**src/include/dis_map.svh**
```systemverilog
`ifndef DIS_MAP_SVH
`define DIS_MAP_SVH
// Function
// - Only alarms left unmasked may drive the alarm pin.
// - An unmasked alarm raises the alarm pin; enabled shut-off disables outputs.
// - Transmission starts only on transmit-enable pin high or software enable bit.
// - Writing channel A or C offset auto-syncs the AB or CD offset block.
// - Writing AB or CD correction phase auto-syncs that pair's correction block.
// - Writing AB or CD NCO phase offset auto-syncs that pair's NCO mixer.
// - A set alarm bit stays set until the host clears it.
// - Enabled clock-loss or collision alarms shut outputs off regardless of enable.

// Register file size and offsets
`define DIS_NREG 33
`define DIS_OFS_MAIN 7'h00
`define DIS_OFS_SHUTOFF 7'h02
`define DIS_OFS_TXCTRL 7'h03
`define DIS_OFS_ALARM_STATUS 7'h05
`define DIS_OFS_ALARM_MASK 7'h07
`define DIS_OFS_OFFSET_A 7'h08
`define DIS_OFS_OFFSET_C 7'h0A
`define DIS_OFS_PHASE_AB 7'h10
`define DIS_OFS_PHASE_CD 7'h11
`define DIS_OFS_NCO_AB 7'h12
`define DIS_OFS_NCO_CD 7'h13
`define DIS_OFS_PLL 7'h18
`define DIS_OFS_REF_FUSE 7'h1B
`define DIS_OFS_FIFO_IN_SYNC 7'h1F
`define DIS_OFS_SYNC_SRC 7'h20

// Field positions
`define DIS_CLKDIV_SYNC_ENA_BIT 2
`define DIS_PLL_NDIVSYNC_BIT 11
`define DIS_FUSE_SLEEP_BIT 11
`define DIS_FIFOIN_SEL_HI 15
`define DIS_FIFOIN_SEL_LO 12
`define DIS_FIFOOUT_SEL_HI 11
`define DIS_FIFOOUT_SEL_LO 8
`define DIS_FIFO_INPUT_SEL_HI 3
`define DIS_FIFO_INPUT_SEL_LO 2
`define DIS_CLKDIV_SEL_BIT 0
`define DIS_TXENABLE_BIT 0
`define DIS_SHUT_DACCLK_BIT 14
`define DIS_SHUT_DATACLK_BIT 13
`define DIS_SHUT_COLL_BIT 12
`define DIS_ALM_COLL_BIT 13
`define DIS_ALM_DACCLK_BIT 10
`define DIS_ALM_DATACLK_BIT 9

// Reset values
`define DIS_REG_RST 16'h0000
`define DIS_MASK_RST 16'hFFFF
`define DIS_STATUS_RST 16'h0000
`endif

```
**src/include/dis_pkg.sv**
```systemverilog
`include "dis_map.svh"
package dis_pkg;
  typedef logic [15:0] dis_word_t;

  // Decoded serial-interface access
  typedef struct packed {
    logic wr;
    logic rd;
    logic [6:0] addr;
    dis_word_t wdata;
  } dis_sif_req_s;

  // One-cycle auto-sync strobes to datapath blocks
  typedef struct packed {
    logic offset_ab;
    logic offset_cd;
    logic corr_ab;
    logic corr_cd;
    logic nco_ab;
    logic nco_cd;
  } dis_autosync_s;

  // Sync configuration seen by FIFO, divider and PLL
  typedef struct packed {
    logic fuse_sleep;
    logic [3:0] fifoin_sel;
    logic [3:0] fifoout_sel;
    logic [1:0] fifo_input_sel;
    logic clkdiv_sync_sel;
    logic clkdiv_sync_ena;
    logic pll_ndivsync_ena;
  } dis_sync_cfg_s;

  typedef struct packed {
    dis_word_t [`DIS_NREG-1:0] regs;
    dis_word_t rdata;
    dis_autosync_s autosync;
    logic alarm_pin;
    logic out_on;
  } dis_state_s;

  typedef struct packed {
    dis_word_t status;
  } dis_alarm_state_s;
endpackage

```
**src/core/dis_init_sync_alarm.sv**
```systemverilog
`timescale 1ns/1ps
`include "dis_map.svh"
module dis_init_sync_alarm (
  input wire logic clk,
  input wire logic rst_n,
  input wire logic ce,
  input wire dis_pkg::dis_sif_req_s sif_req,
  output dis_pkg::dis_word_t sif_rdata,
  input wire logic transmit_enable_pin,
  input wire dis_pkg::dis_word_t alarm_event,
  output logic alarm_pin,
  output logic dac_output_enable,
  output dis_pkg::dis_autosync_s autosync,
  output dis_pkg::dis_sync_cfg_s sync_cfg
);
  dis_pkg::dis_state_s st;
  dis_pkg::dis_state_s next_st;
  dis_pkg::dis_word_t status;
  dis_pkg::dis_word_t mask;
  dis_pkg::dis_word_t shut_sel;
  logic clear_wr;
  logic tx_req;
  logic shut;
  logic unmasked;

  // Address match
  function automatic logic hit(input logic [6:0] addr, input logic [6:0] ofs);
    hit = (addr == ofs);
  endfunction

  // Address inside the register file
  function automatic logic mapped(input logic [6:0] addr);
    mapped = (addr < 7'(`DIS_NREG));
  endfunction

  // Shut-off enables mapped onto alarm status positions
  function automatic dis_pkg::dis_word_t shutoff_map(input dis_pkg::dis_word_t cfg);
    shutoff_map = 16'h0000;
    shutoff_map[`DIS_ALM_DACCLK_BIT] = cfg[`DIS_SHUT_DACCLK_BIT];
    shutoff_map[`DIS_ALM_DATACLK_BIT] = cfg[`DIS_SHUT_DATACLK_BIT];
    shutoff_map[`DIS_ALM_COLL_BIT] = cfg[`DIS_SHUT_COLL_BIT];
  endfunction

  // Sticky alarm status register
  assign clear_wr = sif_req.wr && hit(sif_req.addr, `DIS_OFS_ALARM_STATUS);
  dis_alarm_sticky u_alarm (
    .clk(clk),
    .rst_n(rst_n),
    .ce(ce),
    .alarm_event(alarm_event),
    .clear_wr(clear_wr),
    .clear_data(sif_req.wdata),
    .status(status)
  );

  // Alarm and output gating terms
  assign mask = st.regs[`DIS_OFS_ALARM_MASK];
  assign shut_sel = shutoff_map(st.regs[`DIS_OFS_SHUTOFF]);
  assign unmasked = |(status & ~mask);
  assign shut = |(status & shut_sel);
  assign tx_req = transmit_enable_pin || st.regs[`DIS_OFS_TXCTRL][`DIS_TXENABLE_BIT];

  // Next-state: register writes, reads, auto-sync strobes, pins
  always_comb begin
    next_st = st;
    if (sif_req.wr && mapped(sif_req.addr) && !clear_wr) begin
      next_st.regs[sif_req.addr] = sif_req.wdata;
    end
    next_st.autosync.offset_ab = sif_req.wr && hit(sif_req.addr, `DIS_OFS_OFFSET_A);
    next_st.autosync.offset_cd = sif_req.wr && hit(sif_req.addr, `DIS_OFS_OFFSET_C);
    next_st.autosync.corr_ab = sif_req.wr && hit(sif_req.addr, `DIS_OFS_PHASE_AB);
    next_st.autosync.corr_cd = sif_req.wr && hit(sif_req.addr, `DIS_OFS_PHASE_CD);
    next_st.autosync.nco_ab = sif_req.wr && hit(sif_req.addr, `DIS_OFS_NCO_AB);
    next_st.autosync.nco_cd = sif_req.wr && hit(sif_req.addr, `DIS_OFS_NCO_CD);
    if (sif_req.rd) begin
      if (hit(sif_req.addr, `DIS_OFS_ALARM_STATUS)) begin
        next_st.rdata = status;
      end else if (mapped(sif_req.addr)) begin
        next_st.rdata = st.regs[sif_req.addr];
      end else begin
        next_st.rdata = 16'h0000;
      end
    end
    next_st.alarm_pin = unmasked;
    next_st.out_on = tx_req && !shut;
  end

  // State register, frozen while ce is low
  always_ff @(posedge clk or negedge rst_n) begin
    if (!rst_n) begin
      for (int i = 0; i < `DIS_NREG; i++) begin
        st.regs[i] <= `DIS_REG_RST;
      end
      st.regs[`DIS_OFS_ALARM_MASK] <= `DIS_MASK_RST;
      st.rdata <= 16'h0000;
      st.autosync <= '0;
      st.alarm_pin <= 1'b0;
      st.out_on <= 1'b0;
    end else if (ce) begin
      st <= next_st;
    end
  end

  // Outputs
  assign sif_rdata = st.rdata;
  assign alarm_pin = st.alarm_pin;
  assign dac_output_enable = st.out_on;
  assign autosync = st.autosync;

  // Sync configuration fields
  assign sync_cfg.fuse_sleep = st.regs[`DIS_OFS_REF_FUSE][`DIS_FUSE_SLEEP_BIT];
  assign sync_cfg.fifoin_sel =
    st.regs[`DIS_OFS_SYNC_SRC][`DIS_FIFOIN_SEL_HI:`DIS_FIFOIN_SEL_LO];
  assign sync_cfg.fifoout_sel =
    st.regs[`DIS_OFS_SYNC_SRC][`DIS_FIFOOUT_SEL_HI:`DIS_FIFOOUT_SEL_LO];
  assign sync_cfg.fifo_input_sel =
    st.regs[`DIS_OFS_FIFO_IN_SYNC][`DIS_FIFO_INPUT_SEL_HI:`DIS_FIFO_INPUT_SEL_LO];
  assign sync_cfg.clkdiv_sync_sel = st.regs[`DIS_OFS_SYNC_SRC][`DIS_CLKDIV_SEL_BIT];
  assign sync_cfg.clkdiv_sync_ena = st.regs[`DIS_OFS_MAIN][`DIS_CLKDIV_SYNC_ENA_BIT];
  assign sync_cfg.pll_ndivsync_ena = st.regs[`DIS_OFS_PLL][`DIS_PLL_NDIVSYNC_BIT];

  property p_pin_needs_unmasked;
    @(posedge clk) disable iff (!rst_n)
    ($past(ce) && alarm_pin) |-> $past(|(status & ~mask));
  endproperty
  a_pin_needs_unmasked: assert property (p_pin_needs_unmasked)
    else $error("alarm pin raised by a masked alarm");

  property p_unmasked_raises_pin;
    @(posedge clk) disable iff (!rst_n)
    (ce && unmasked) |=> alarm_pin;
  endproperty
  a_unmasked_raises_pin: assert property (p_unmasked_raises_pin)
    else $error("unmasked alarm did not raise the alarm pin");

  property p_shutoff;
    @(posedge clk) disable iff (!rst_n)
    (ce && shut) |=> !dac_output_enable;
  endproperty
  a_shutoff: assert property (p_shutoff)
    else $error("output left on during enabled shut-off alarm");

  property p_tx_needs_enable;
    @(posedge clk) disable iff (!rst_n)
    ($past(ce) && dac_output_enable) |-> $past(tx_req && !shut);
  endproperty
  a_tx_needs_enable: assert property (p_tx_needs_enable)
    else $error("output on without transmit enable");

  property p_offset_sync;
    @(posedge clk) disable iff (!rst_n)
    (ce && sif_req.wr && (sif_req.addr == `DIS_OFS_OFFSET_A))
      |=> autosync.offset_ab && !autosync.offset_cd;
  endproperty
  a_offset_sync: assert property (p_offset_sync)
    else $error("offset A write gave no AB offset sync");

  property p_offset_cd_sync;
    @(posedge clk) disable iff (!rst_n)
    ($past(ce) && autosync.offset_cd)
      |-> $past(sif_req.wr && (sif_req.addr == `DIS_OFS_OFFSET_C));
  endproperty
  a_offset_cd_sync: assert property (p_offset_cd_sync)
    else $error("CD offset sync without offset C write");

  property p_corr_sync;
    @(posedge clk) disable iff (!rst_n)
    (ce && sif_req.wr && (sif_req.addr == `DIS_OFS_PHASE_CD))
      ##1 (ce && !(sif_req.wr && (sif_req.addr == `DIS_OFS_PHASE_CD)))
      |-> autosync.corr_cd ##1 !autosync.corr_cd;
  endproperty
  a_corr_sync: assert property (p_corr_sync)
    else $error("CD phase write sync pulse wrong");

  property p_nco_sync;
    @(posedge clk) disable iff (!rst_n)
    ($past(ce) && autosync.nco_ab)
      |-> $past(sif_req.wr && (sif_req.addr == `DIS_OFS_NCO_AB));
  endproperty
  a_nco_sync: assert property (p_nco_sync)
    else $error("AB NCO sync without phase offset write");

  // Remaining strobes, pin release, output return and status read-back
  property p_corr_ab_sync;
    @(posedge clk) disable iff (!rst_n)
    (ce && sif_req.wr && (sif_req.addr == `DIS_OFS_PHASE_AB)) |=> autosync.corr_ab;
  endproperty
  a_corr_ab_sync: assert property (p_corr_ab_sync)
    else $error("AB phase write gave no AB correction sync");

  property p_nco_cd_sync;
    @(posedge clk) disable iff (!rst_n)
    (ce && sif_req.wr && (sif_req.addr == `DIS_OFS_NCO_CD)) |=> autosync.nco_cd;
  endproperty
  a_nco_cd_sync: assert property (p_nco_cd_sync)
    else $error("CD phase offset write gave no CD NCO sync");

  property p_pin_drops;
    @(posedge clk) disable iff (!rst_n)
    (ce && !unmasked) |=> !alarm_pin;
  endproperty
  a_pin_drops: assert property (p_pin_drops)
    else $error("alarm pin held with no unmasked alarm");

  property p_out_follows_enable;
    @(posedge clk) disable iff (!rst_n)
    (ce && tx_req && !shut) |=> dac_output_enable;
  endproperty
  a_out_follows_enable: assert property (p_out_follows_enable)
    else $error("output stayed off with enable and no shut-off alarm");

  property p_status_read;
    @(posedge clk) disable iff (!rst_n)
    (ce && sif_req.rd && (sif_req.addr == `DIS_OFS_ALARM_STATUS))
      |=> (sif_rdata == $past(status));
  endproperty
  a_status_read: assert property (p_status_read)
    else $error("alarm status read-back differs from held status");

  c_shutoff: cover property (@(posedge clk) disable iff (!rst_n)
    dac_output_enable ##1 !dac_output_enable && alarm_pin);
  c_sw_enable: cover property (@(posedge clk) disable iff (!rst_n)
    !transmit_enable_pin && dac_output_enable);
  c_autosync: cover property (@(posedge clk) disable iff (!rst_n)
    autosync.corr_ab ##[1:8] autosync.corr_cd);
  c_masked_shutoff: cover property (@(posedge clk) disable iff (!rst_n)
    tx_req && !alarm_pin && !dac_output_enable);
endmodule

```
**src/core/dis_alarm_sticky.sv**
```systemverilog
`timescale 1ns/1ps
`include "dis_map.svh"
module dis_alarm_sticky (
  input wire logic clk,
  input wire logic rst_n,
  input wire logic ce,
  input wire dis_pkg::dis_word_t alarm_event,
  input wire logic clear_wr,
  input wire dis_pkg::dis_word_t clear_data,
  output dis_pkg::dis_word_t status
);
  dis_pkg::dis_alarm_state_s st;
  dis_pkg::dis_alarm_state_s next_st;

  // Zeros written clear bits; a new event wins over its clear
  always_comb begin
    next_st = st;
    if (clear_wr) begin
      next_st.status = st.status & clear_data;
    end
    next_st.status = next_st.status | alarm_event;
  end

  // State register
  always_ff @(posedge clk or negedge rst_n) begin
    if (!rst_n) begin
      st.status <= `DIS_STATUS_RST;
    end else if (ce) begin
      st <= next_st;
    end
  end

  assign status = st.status;

  property p_sticky_hold;
    @(posedge clk) disable iff (!rst_n)
    (ce && !clear_wr) |=> ((status & $past(status)) == $past(status));
  endproperty
  a_sticky_hold: assert property (p_sticky_hold)
    else $error("alarm bit dropped without a clear");

  property p_set_wins;
    @(posedge clk) disable iff (!rst_n)
    (ce && clear_wr && (alarm_event != 16'h0000))
      |=> ((status & $past(alarm_event)) == $past(alarm_event));
  endproperty
  a_set_wins: assert property (p_set_wins)
    else $error("alarm event lost during clear");
endmodule

```
**config.mk**
```make
export PLATFORM = sky130hd
export DESIGN_NAME = dis_init_sync_alarm
export DESIGN_NICKNAME = d
export VERILOG_FILES = /design/src/include/dis_pkg.sv /design/src/core/dis_init_sync_alarm.sv /design/src/core/dis_alarm_sticky.sv
export VERILOG_INCLUDE_DIRS = /design/src /design/src/include
export SDC_FILE = /design/constraint.sdc
export NUM_CORES = 1
export LEC_CHECK = 0
export BUFFER_PORTS_ARGS = -buffer_cell sky130_fd_sc_hd__buf_2
export CAP_MARGIN = 10
export CORE_ASPECT_RATIO = 0.5
export CORE_MARGIN = 2
export CORE_UTILIZATION = 31
export DETAILED_ROUTE_END_ITERATION = 10
export SYNTH_ARGS = -nofsm -noshare
export SYNTH_HDL_FRONTEND = slang
export SYNTH_SLANG_ARGS = --single-unit
```
**constraint.sdc**
```tcl
create_clock -name clk -period 3.05 [get_ports clk]
set_input_delay 0.915 -clock clk [delete_from_list [all_inputs] [get_ports clk]]
set_output_delay 0.915 -clock clk [all_outputs]
set_load 0.05 [all_outputs]
```
==> flow_summary.ini <==
[run_status]
status = finished, final reports clean

[setup_path]
critPathSlowestCell = a211oi_1
critical-path-top-delay-family = compound AO/OA/AOI/OAI gates
crit_chain = buf_6 > buf_12 > mux4_2 > nor2b_1 > a211oi_1 > nor4_1 > o21ai_0 > a21oi_1
cp.required_ns = 3.54
cp-start-kind = primary input
crit_arrival_ns = 3.11
rr_worst_depth = 6
criticalPathCategory = in -> reg
worst_setup_path_end_kind = flop
critPathMaxFanout = 29
crit_buf_inv = 2
path_depth = 8
max_stage_delay_ns = 0.61

[flow_run]
maxCapViolations = 0

[logic_synthesis]
synthArstFlopShare_pct = 100.0
synth_fa_ha_area_share_pct = 0
syn_inst = 1803
synthSimpleGateAreaFrac_pct = 4.287
ys.flop_type = dfrtp_1
ys_warn_count = 0
synth.cell_area_sq_um = 25920
synth-compound-area-share_pct = 3.297
synth_nets = 1848
synth.area.mux_share_pct = 33.31
synth.distinct_cells = 53
synth_top_family_by_area = multiplexers
syn_area_per_cell_sq_um = 14.38
synth_edf_count = 0
yosysSeqAreaShare_pct = 54.92
ys_ff_latch = 568
synthXorXnorAreaFrac_pct = 0

[global_routing]
antenna_found_initial = 3
groute.usage.overall_pct = 17.17
grt_overflow = 0
grt_max_degree = 67
grt_pass1_wl_um = 110800
grt_pass1_vias = 16454

[timing]
rsz0062_at_grt = no
setup_viol = 0
clock_skew_ns = 0.006811
min_period_ns = 2.624
holdWs_ns = 0.2484
fmax_ghz = 0.3811
period_share_pct = 86.03
finalSetupTns_ns = 0
final_max_slew_viol_count = 0
relSlewSlack_pct = 47.87
hold_viol = 0
worst_pin_slew_ns = 0.7819

[final_layout]
register_area_sq_um = 14230
post-route-cell-area_sq_um = 30610
fin_util_pct = 37.23
final_nets = 1965
multi_input_area_sq_um = 10630
area_delta_synth_final_pct = 18.09
final.fill_count = 7778
layout-drive-gt1-share_pct = 49.47

[floorplanning]
initial_utilization_pct = 31.52
pin_count = 83
core_area_sq_um = 82220
core.rowCount = 74
dieWidth_um = 412.9
die_h_um = 208.5
die_area_sq_um = 86080

[pwr]
power.density_nw_per_um2 = 547.9
p_int_mw = 12.66
clkPwrFrac_pct = 43.1
switchingPower_mw = 4.107
peakVddDrop_v = 0.0004097
pwr-share-seq_pct = 47.8
p_leak_nw = 14.77
power_mw = 16.77
switching_share_pct = 24.49
combPwrFrac_pct = 9.1

[routing]
drt_first_pass_iters = 5
postRouteAntennaNets = 0
route.vias.total = 15780
routed_wl_um = 73030
drcViolationCount = 0
avgViaCountPerCell = 5.140
drt_iter0_markers = 1134
wl_per_cell_um = 23.79

[placed_design]
portBuffers = 82
dpl_cell_area_sq_um = 28660
dp_hpwl_um = 49300
place.gp.congestion = 0.8324

[clock_tree]
postCtsSetupBuffers = 0
clock_sinks = 568
cts-resized-gates = 0
postCtsHoldBufs = 0
cts_made_buffers = 57
path_clk_slew_ns = 0.06
max-clock-path-buffers = 3
cts_root_buf = clkbuf_16
cts_tree = done
clk_latency_ns = 0.61
htree_levels = 2

[min_path]
hold_class = in -> async
[synth_stat cells, types with 4 or more instances]
cell type / number / share of area [%]
dfrtp_1: 552 / 53
mux2_2: 473 / 21
mux4_2: 114 / 9.9
nand2_1: 99 / 1.4
clkbuf_1: 96 / 1.4
buf_2: 51 / 0.98
buf_4: 46 / 1.3
o22ai_1: 46 / 1.1
o21ai_0: 42 / 0.81
mux2_1: 40 / 1.7
nor2_1: 34 / 0.49
mux2i_1: 29 / 1.1
inv_1: 24 / 0.35
a21oi_1: 16 / 0.31
dfstp_2: 16 / 1.6
nand3_1: 11 / 0.21
nor4_1: 11 / 0.27
nor3_1: 10 / 0.19
or3_1: 10 / 0.24
a22oi_1: 9 / 0.26
nand2_2: 5 / 0.12
nand3b_1: 5 / 0.14
nor2b_1: 5 / 0.12
a221oi_1: 4 / 0.14
a32oi_1: 4 / 0.14
or3b_2: 4 / 0.14
[sequential cells by signal, indices dropped and copies added (netlist names)]
signal,cells
autosync,6
st,495
dac_output_enable,1
sync_cfg,14
alarm_pin,1
shut_sel,3
sif_rdata,16
mask,16
u_alarm.status,16
[cells in the final DEF (no fill, tap or decap), types with 12 or more instances in the layout]
| cell | count |
|---|---|
| dfstp_2 | 16 |
| a21oi_1 | 16 |
| o21ai_0 | 42 |
| clkbuf_16 | 59 |
| buf_4 | 127 |
| inv_1 | 24 |
| dfrtp_1 | 552 |
| mux2_1 | 40 |
| nand2_1 | 99 |
| nor2_1 | 34 |
| clkbuf_1 | 12 |
| mux2_2 | 473 |
| mux4_2 | 114 |
| buf_12 | 48 |
| mux2i_1 | 29 |
| o22ai_1 | 46 |
| clkbuf_8 | 20 |
| buf_2 | 78 |
[cells by family after synthesis]
logic type / Yosys count
muxes: 656
DFF: 568
buffers and inverters: 222
and+or+nand+nor: 219
AOI/OAI and AO/OA: 138
[power groups by stage]
| stage | combinational [mW] | clock (mW) | sequential [mW] |
|---|---|---|---|
| after floorplan | 0.925 | 0 | 8.08 |
| after global placement | 1.53 | 0 | 8.14 |
| after detailed placement | 1.55 | 0 | 8.15 |
| after CTS | 1.55 | 7.37 | 8.01 |
| after global routing | 1.65 | 7.67 | 8.04 |
| final | 1.53 | 7.22 | 8.01 |
[area by class of cell]
cell class,instances,share of cell area [%]
flip-flops and latches,568,46.50
clock buffers,91,5.870
multi-input cells,1013,34.72
well taps,1102,4.505
diodes,1,0.008176
clock inverters,15,0.4701
inverters,24,0.2943
repair buffers,256,7.632
[per-layer routing]
layer	track usage [%]	routed length [um]	vias to the layer above
met1	24.30	33940	8559
li1	-	-	6801
met2	26.86	34010	314
met4	4.890	1731	0
met5	0	0	-
met3	3.191	3347	106
[per-stage QoR]
stage | worst slack (ns) | std cells
global route | 0.2685 | 3070
finish | 0.4260 | 3070
floorplan | 0.1152 | 1803
CTS | 0.4655 | 3068
detailed placement | -0.1598 | 2962
global placement | -0.1631 | 2962
[final timing paths]
check / startpoint / to / slack (ns)
min in group clk: st[109] / st[109] / 0.37
hold reg to reg: st[109] / st[109] / 0.37
setup reg to reg: st[88] / sif_rdata[0] / 0.88
max in group asynchronous: rst_n / mask[4] / 1.88
hold / removal: rst_n / autosync[1] / 0.25
setup / recovery: sif_req[17] / sif_rdata[0] / 0.43
(Power assumes the default switching activity.)
